--- src/include/acarm_pkg.sv ---
package acarm_pkg;

  // ****************************************
  // register map, byte addresses
  // ****************************************
  localparam logic [7:0] ADDR_CTRL = 8'h00;
  localparam logic [7:0] ADDR_CMD = 8'h04;
  localparam logic [7:0] ADDR_STATE = 8'h08;
  localparam logic [7:0] ADDR_IRQ_STS = 8'h0C;
  localparam logic [7:0] ADDR_IRQ_MASK = 8'h10;

  // ****************************************
  // field layout and reset values
  // ****************************************
  localparam int LVL_W = 4;
  localparam int CFG_W = 22;
  localparam int IRQ_W = 5;
  localparam int CMD_START_BIT = 0;
  localparam int CMD_STOP_BIT = 1;
  localparam logic [CFG_W-1:0] CFG_RESET = 22'h000000;
  localparam logic [IRQ_W-1:0] IRQ_RESET = 5'h00;

  // interrupt status bit positions
  localparam int IRQ_EXT_ARM = 0;
  localparam int IRQ_TRIG0 = 1;
  localparam int IRQ_TRIG1 = 2;
  localparam int IRQ_PORT_OUT = 3;
  localparam int IRQ_CFG_ERR = 4;

  // tag counting setting of a state machine
  typedef enum logic [1:0] {
    TAG_OFF = 2'h0,
    TAG_TIME = 2'h1,
    TAG_STATE = 2'h2
  } acarm_tag_type;

  // acquisition sequencing, one-hot
  typedef enum logic [2:0] {
    ACQ_IDLE = 3'h1,
    ACQ_RUN = 3'h2,
    ACQ_DONE = 3'h4
  } acarm_acq_type;

  // control register, bit 0 at the bottom
  typedef struct packed {
    logic [LVL_W-1:0] lvl1;
    logic [LVL_W-1:0] lvl0;
    logic [1:0] arm_from_other;
    logic [1:0] wait_arm;
    logic ored;
    logic out_src;
    logic out_en;
    logic m1_on;
    acarm_tag_type tag1;
    acarm_tag_type tag0;
    logic [1:0] timing;
  } acarm_cfg_type;

  // per machine outputs toward the acquisition engine
  typedef struct packed {
    logic trig_en;
    logic trig;
    logic arm_pulse;
    logic [LVL_W-1:0] arm_level;
    logic time_tag;
    logic state_cnt;
    logic timing;
  } acarm_mach_type;

endpackage : acarm_pkg

--- src/acarm_core.sv ---
// Our own choices: the placing of the registers and strobed register access.
`timescale 1ns/100ps
// Functional notes
// - at most one machine in timing mode
// - tag setting off/time/state; time tags when selected
// - timing machine always stores time tags
// - correlate on time tags only, never state counts
// - port out rises when source machine triggers
// - source select picks which machine drives port out
// - combined trigger forces other, arm goes anyway
// - waiting machine ignores trigger until armed
// - arm goes to chosen level, default first
// - waiting source emits arm only after armed+trigger
module acarm_core (
  input wire logic mclk_i,
  input wire logic rst_n_i,
  input wire logic [7:0] addr_i,
  input wire logic [31:0] wdata_i,
  input wire logic wr_i,
  input wire logic rd_i,
  output logic [31:0] rdata_o,
  input wire logic [1:0] trig_hit_i,
  input wire logic [1:0] sample_i,
  input wire logic ext_trig_i,
  output acarm_pkg::acarm_mach_type [1:0] mach_o,
  output logic port_out_o,
  output logic irq_o
);

  // ****************************************
  // state
  // ****************************************
  typedef struct packed {
    acarm_pkg::acarm_cfg_type cfg;
    acarm_pkg::acarm_acq_type acq;
    logic [acarm_pkg::IRQ_W-1:0] sts;
    logic [acarm_pkg::IRQ_W-1:0] mask;
    logic sync1;
    logic sync2;
    logic sync3;
    logic [1:0] armed;
    logic [1:0] trigd;
    logic [1:0] arm_pulse;
    logic [1:0] trig_pulse;
    logic [1:0] time_tag;
    logic [1:0] state_cnt;
    logic port_out;
    logic [31:0] rdata;
  } acarm_st_type;

  acarm_st_type st;
  acarm_st_type next_st;
  logic ext_edge;
  logic running;
  logic corr_ok;
  logic [1:0] active;
  logic [1:0] arm_ev;
  logic [1:0] en;
  logic [1:0] own;
  logic [1:0] fire;
  logic [acarm_pkg::IRQ_W-1:0] ev;
  logic [acarm_pkg::IRQ_W-1:0] clr;
  acarm_pkg::acarm_cfg_type wcfg;

  // ****************************************
  // next state
  // ****************************************
  // one process builds every next value; the register below copies it
  always_comb
  begin
    next_st = st;
    next_st.rdata = 32'h00000000;
    wcfg = acarm_pkg::acarm_cfg_type'(wdata_i[acarm_pkg::CFG_W-1:0]);
    clr = '0;
    ev = '0;
    // the second and third stages feed the edge detector
    next_st.sync1 = ext_trig_i;
    next_st.sync2 = st.sync1;
    next_st.sync3 = st.sync2;
    ext_edge = st.sync2 & ~st.sync3;
    running = (st.acq == acarm_pkg::ACQ_RUN);
    active = {st.cfg.m1_on, 1'b1};
    // a machine that waits sees no trigger until armed
    en = ~st.cfg.wait_arm | st.armed;
    own = {2{running}} & active & ~st.trigd & trig_hit_i & en;
    // combined mode: the first hit forces the other machine
    fire = own;
    if (st.cfg.ored && active[1])
    begin
      fire = own | ({own[0], own[1]} & active & ~st.trigd);
    end
    for (int m = 0; m < 2; m++)
    begin
      // arm source is either the input edge or the other machine's trigger
      arm_ev[m] = running & active[m] & st.cfg.wait_arm[m] & ~st.armed[m]
        & (st.cfg.arm_from_other[m] ? st.trig_pulse[1-m] : ext_edge);
    end
    next_st.armed = st.armed | arm_ev;
    next_st.arm_pulse = arm_ev;
    next_st.trigd = st.trigd | fire;
    next_st.trig_pulse = fire;
    // source select only counts when the second machine is on
    if (running && st.cfg.out_en && !st.port_out
        && fire[st.cfg.m1_on ? st.cfg.out_src : 1'b0])
    begin
      next_st.port_out = 1'b1;
      ev[acarm_pkg::IRQ_PORT_OUT] = 1'b1;
    end
    // timing machines always tag; state machines tag by setting
    next_st.time_tag[0] = sample_i[0] & (st.cfg.timing[0] | st.cfg.tag0 == acarm_pkg::TAG_TIME);
    next_st.time_tag[1] = sample_i[1] & active[1]
      & (st.cfg.timing[1] | st.cfg.tag1 == acarm_pkg::TAG_TIME);
    next_st.state_cnt[0] = sample_i[0] & ~st.cfg.timing[0] & st.cfg.tag0 == acarm_pkg::TAG_STATE;
    next_st.state_cnt[1] = sample_i[1] & active[1] & ~st.cfg.timing[1]
      & st.cfg.tag1 == acarm_pkg::TAG_STATE;
    // state count tags never qualify two records for alignment
    corr_ok = st.cfg.m1_on & (st.cfg.timing[0] | st.cfg.tag0 == acarm_pkg::TAG_TIME)
      & (st.cfg.timing[1] | st.cfg.tag1 == acarm_pkg::TAG_TIME);
    // acquisition sequencing
    case (st.acq)
      acarm_pkg::ACQ_IDLE:
      begin
        next_st.acq = acarm_pkg::ACQ_IDLE;
      end
      acarm_pkg::ACQ_RUN:
      begin
        if ((next_st.trigd & active) == active)
        begin
          next_st.acq = acarm_pkg::ACQ_DONE;
        end
      end
      acarm_pkg::ACQ_DONE:
      begin
        next_st.acq = acarm_pkg::ACQ_DONE;
      end
      default:
      begin
        next_st.acq = acarm_pkg::ACQ_IDLE;
      end
    endcase
    // register writes
    if (wr_i)
    begin
      case (addr_i)
        acarm_pkg::ADDR_CTRL:
        begin
          next_st.cfg = wcfg;
          // a second timing machine is refused and flagged
          if (wcfg.timing == 2'h3)
          begin
            next_st.cfg.timing = 2'h1;
            ev[acarm_pkg::IRQ_CFG_ERR] = 1'b1;
          end
        end
        acarm_pkg::ADDR_CMD:
        begin
          if (wdata_i[acarm_pkg::CMD_START_BIT])
          begin
            next_st.acq = acarm_pkg::ACQ_RUN;
            next_st.armed = 2'h0;
            next_st.trigd = 2'h0;
            next_st.port_out = 1'b0;
          end
          else if (wdata_i[acarm_pkg::CMD_STOP_BIT])
          begin
            next_st.acq = acarm_pkg::ACQ_IDLE;
          end
        end
        acarm_pkg::ADDR_IRQ_STS:
        begin
          clr = wdata_i[acarm_pkg::IRQ_W-1:0];
        end
        acarm_pkg::ADDR_IRQ_MASK:
        begin
          next_st.mask = wdata_i[acarm_pkg::IRQ_W-1:0];
        end
        default:
        begin
          next_st.mask = st.mask;
        end
      endcase
    end
    // sticky events: a set in the clearing cycle survives
    ev[acarm_pkg::IRQ_EXT_ARM] = ext_edge;
    ev[acarm_pkg::IRQ_TRIG0] = fire[0];
    ev[acarm_pkg::IRQ_TRIG1] = fire[1];
    next_st.sts = (st.sts & ~clr) | ev;
    // register reads, answered in the next cycle
    if (rd_i)
    begin
      case (addr_i)
        acarm_pkg::ADDR_CTRL: next_st.rdata = 32'(st.cfg);
        acarm_pkg::ADDR_STATE: next_st.rdata = {23'h000000, corr_ok, st.port_out, st.trigd, st.armed, st.acq};
        acarm_pkg::ADDR_IRQ_STS: next_st.rdata = 32'(st.sts);
        acarm_pkg::ADDR_IRQ_MASK: next_st.rdata = 32'(st.mask);
        default: next_st.rdata = 32'h00000000;
      endcase
    end
  end

  // ****************************************
  // state register
  // ****************************************
  always_ff @(posedge mclk_i or negedge rst_n_i)
  begin
    if (!rst_n_i)
    begin
      st <= '{cfg: acarm_pkg::CFG_RESET, acq: acarm_pkg::ACQ_IDLE, sts: acarm_pkg::IRQ_RESET,
              mask: acarm_pkg::IRQ_RESET, rdata: 32'h00000000, default: '0};
    end
    else
    begin
      st <= next_st;
    end
  end

  // ****************************************
  // outputs
  // ****************************************
  // enables are combinational so the sequencer sees them the same cycle
  always_comb
  begin
    for (int m = 0; m < 2; m++)
    begin
      mach_o[m].trig_en = en[m];
      mach_o[m].trig = st.trig_pulse[m];
      mach_o[m].arm_pulse = st.arm_pulse[m];
      mach_o[m].arm_level = m == 0 ? st.cfg.lvl0 : st.cfg.lvl1;
      mach_o[m].time_tag = st.time_tag[m];
      mach_o[m].state_cnt = st.state_cnt[m];
      mach_o[m].timing = st.cfg.timing[m];
    end
  end

  assign rdata_o = st.rdata;
  assign port_out_o = st.port_out;
  assign irq_o = |(st.sts & st.mask);
endmodule : acarm_core

--- config.mk ---
export PLATFORM = sky130hd
export DESIGN_NAME = acarm_core
export DESIGN_NICKNAME = d
export VERILOG_FILES = /design/src/include/acarm_pkg.sv /design/src/acarm_core.sv
export SDC_FILE = /design/constraint.sdc
export NUM_CORES = 1
export LEC_CHECK = 0
export BUFFER_PORTS_ARGS = -buffer_cell sky130_fd_sc_hd__buf_4
export CAP_MARGIN = 10
export CORE_ASPECT_RATIO = 1.2
export CORE_MARGIN = 4
export CORE_UTILIZATION = 45
export CTS_CLUSTER_DIAMETER = 30
export DETAILED_ROUTE_END_ITERATION = 10
export GPL_ROUTABILITY_DRIVEN = 0
export PLACE_DENSITY = 0.72
export SETUP_SLACK_MARGIN = 0.2
export SYNTH_ARGS = -nofsm -noshare
export SYNTH_HDL_FRONTEND = slang
export SYNTH_SLANG_ARGS = --single-unit
--- constraint.sdc ---
create_clock -name mclk_i -period 2 [get_ports mclk_i]
set_clock_uncertainty 0.05 [all_clocks]
set_input_delay 0 -clock mclk_i [delete_from_list [all_inputs] [get_ports mclk_i]]
set_output_delay 0 -clock mclk_i [all_outputs]
set_load 0.005 [all_outputs]
==> metrics.md <==
| Metric | Value |
|---|---|
| Grt ovf | `0` |
| Crit share post-route | `between 80 and 90%` |
| I/O Buffers | `slightly above 80` |
| Routed Antenna Nets | `0` |
| Vias/cell | `about 5` |
| DRC Markers | `0` |
| Crit start category | `input pin` |
| Post-Route Setup TNS | `0 ns` |
| Synth cell count leaders | `72 x dfrtp_1, 50 x buf_4, 19 x nor2_1` |
| Total track usage | `around 18%` |
| Post-DP HPWL | `~5400 um` |
| Dominant synthesized flop cell | `dfrtp_1` |
| EDFF count, synth | `0` |
| Die extent in x | `approximately 90 um` |
| Met2 usage in global routing | `between 20% and 30%` |
| Initial antenna violation count | `0` |
| WL final | `7900 um` |
| Placed insts | `~430` |
| Share of the synthesized area in the top cell type | `51.3%` |
| Post-place setup slack | `just under 0.3 ns` |
| Vias | `between 2,000 and 2,500` |
| Max Slew Vio Count | `0` |
| Post-synthesis sequential area ratio | `52.0%` |
| Diodes inserted | `0` |
| Crit path capture type | `flop` |
| Minimum clock period | `about 1.7 ns` |
| Row count | `35` |
| Fin area | `4430 um^2` |
| Post-placement cell area | `around 3900 um^2` |
| H-tree Lvls | `3` |
| CTS sink count | `between 70 and 80` |
| Fin cells | `474` |
| Worst hold path type | `input pin to flop` |
| Cell Area, Synth | `3510 um^2` |
| Share of cells above drive strength 1 | `36.9%` |
| Avg Inst Size Synth | `around 12 um^2` |
| Leading area contributor after synthesis | `dfrtp_1` |
| RSZ-0062 raised after global routing | `false` |
| Drt wl/cell | `between 15 and 20 um` |
| GR Layer Usage met1 | `~23%` |
| First-pass DRT Iterations | `6` |
| Fmax | `around 600 MHz` |
| Async SR Flop Fraction | `100%` |
| Initial Util | `45.8%` |
| Final Hold Fails | `0` |
| Most common cell in the netlist | `dfrtp_1` |
| Clock transition at the registers of the reported paths | `roughly 0.080 ns` |
| Core area | `between 7000 and 8000 um^2` |
| First-pass GRT wire length | `roughly 13,000 um` |
| Slew margin rel. | `around two fifths` |
| Fin nets | `about 430` |
| CP Class | `input pin to flop` |
| Number of global-route vias before repair | `~2,500` |
| Critical Path AT | `between 1.5 and 2 ns` |
| Buffer count from post-CTS setup fixing | `0` |
| Max VDD drop | `about 0.00067 V` |
| CTS Buf Count | `9` |
| Busiest grt layer | `met2` |
| Syn. warnings | `0` |
| CTS tree | `yes` |
| P_leak | `0.00224 uW` |
| Crit-path max FO | `6` |
| P&R area growth vs syn | `26.2%` |
| # Max-Cap Violations | `0` |
| Root Buffer | `clkbuf_8` |
| Worst-Skew Late Latency | `~0.34 ns` |
| Max clock buf depth | `2` |
| Die ar. | `between 9000 and 10,000 um^2` |
| Yosys cell types | `46` |
| Initial DRC Count | `approximately 150` |
| PnR Total Power | `between 3000 and 4000 uW` |
| Worst slew pin tran | `~0.91 ns` |
| Setup violators final | `0` |
| Gate Count Post-Synth | `between 300 and 400` |
| PwrDens | `about 730 nW/um^2` |
| M3 GR Usage | `about 3.5%` |
| Ranking of synthesized cells by area | `dfrtp_1 51%, buf_4 11%, mux2_4 7.7%` |
| Die height | `between 100 and 150 um` |
| Seq cells post-synth | `73` |
| # IOs | `a little over 100` |
| Pin count of the biggest net entering global routing | `74` |
| Status | `finished, final reports clean` |
| Setup slack after layout | `0.310 ns` |
| Worst Path Required | `about 2.2 ns` |
layout make-up:
| type | instances | area [um^2] |
|---|---|---|
| flip-flops and latches | 73 | 1830 |
| well taps | 92 | 115 |
| clock inverters | 6 | 115 |
| fillers | 654 | 3230 |
| repair buffers | 117 | 958 |
| inverters | 5 | 18.8 |
| clock buffers | 10 | 138 |
| multi-input cells | 171 | 1260 |
layer usage:
metal | wire length (um) | vias up
li1 | - | 1136
met1 | 3170 | 1175
met2 | 4150 | 80
met3 | 464 | 11
met4 | 118 | 0
met5 | 0 | -
worst paths after layout:
check	start	to	slack, ns	cells after the start
max in group asynchronous	rst_n_i	st[52]	1.04	2
worst max register to register	st[59]	st[59]	0.32	4
min in group asynchronous	rst_n_i	rdata_o[17]	0.28	2
worst max-delay path	addr_i[3]	st[52]	0.31	6
worst min-delay path	trig_hit_i[1]	st[41]	0.05	5
worst min register to register	next_st[46]	next_st[45]	0.30	0
per-stage QoR:
step	util [%]	hold slack [ns]
global route	57.8	0.103
finish	57.8	0.0484
floorplan	-	-0.346
CTS	57.8	0.0295
detailed placement	50.3	0.0647
global placement	50.3	0.0644
power by group:
part / leakage (uW) / internal [uW] / total, uW / switching, uW
Clock: 0.000123 / 867 / 1420 / 555
Combinational: 0.00113 / 153 / 265 / 112
Sequential: 0.000985 / 1510 / 1540 / 32.0
Total: 0.00224 / 2530 / 3230 / 699
what timing repair did:
action,CTS,global route
hold buffers,32,0
endpoints found under the setup margin,0,8
hold endpoints to repair,127,0
resized for setup,0,2
sequential cells by signal, indices dropped and copies added (netlist names):
name	flops
next_st	2
active	1
port_out_o	1
st	29
rdata_o	22
mach_o	18
kinds of logic after synthesis:
group | after synthesis | share of synthesized area (%)
flip-flops | 73 | 52.0
XOR/XNOR | 1 | 0.249
multiplexers | 30 | 11.5
AO/OA/AOI/OAI | 39 | 7.23
buffers and inverters | 66 | 13.2
AND/OR/NAND/NOR | 91 | 15.6
other | 1 | 0.107
worst max-delay path: stages:
cell	delay [ns]
dlygate4sd3_1	0.53
buf_4	0.15
nor2_2	0.19
and3_1	0.30
and3_1	0.32
mux2_2	0.37
placed cells by master (no fill, tap or decap), types with 4 or more instances in the layout:
| master | Yosys | routed |
|---|---|---|
| buf_4 | 50 | 85 |
| dfrtp_1 | 72 | 72 |
| dlygate4sd3_1 | 0 | 32 |
| nor2_1 | 19 | 18 |
| mux2_4 | 18 | 18 |
| nand2_1 | 16 | 16 |
| and3_1 | 15 | 15 |
| a21oi_1 | 12 | 12 |
| mux2_2 | 12 | 12 |
| conb_1 | 1 | 10 |
| clkbuf_8 | 0 | 10 |
| a22oi_1 | 9 | 9 |
| nand3_1 | 7 | 7 |
| o21ai_0 | 6 | 6 |
| nor3_1 | 5 | 5 |
| inv_1 | 5 | 5 |
| nand2b_1 | 4 | 4 |
| nor2b_1 | 4 | 4 |
Power figures use the tool's default switching activity.
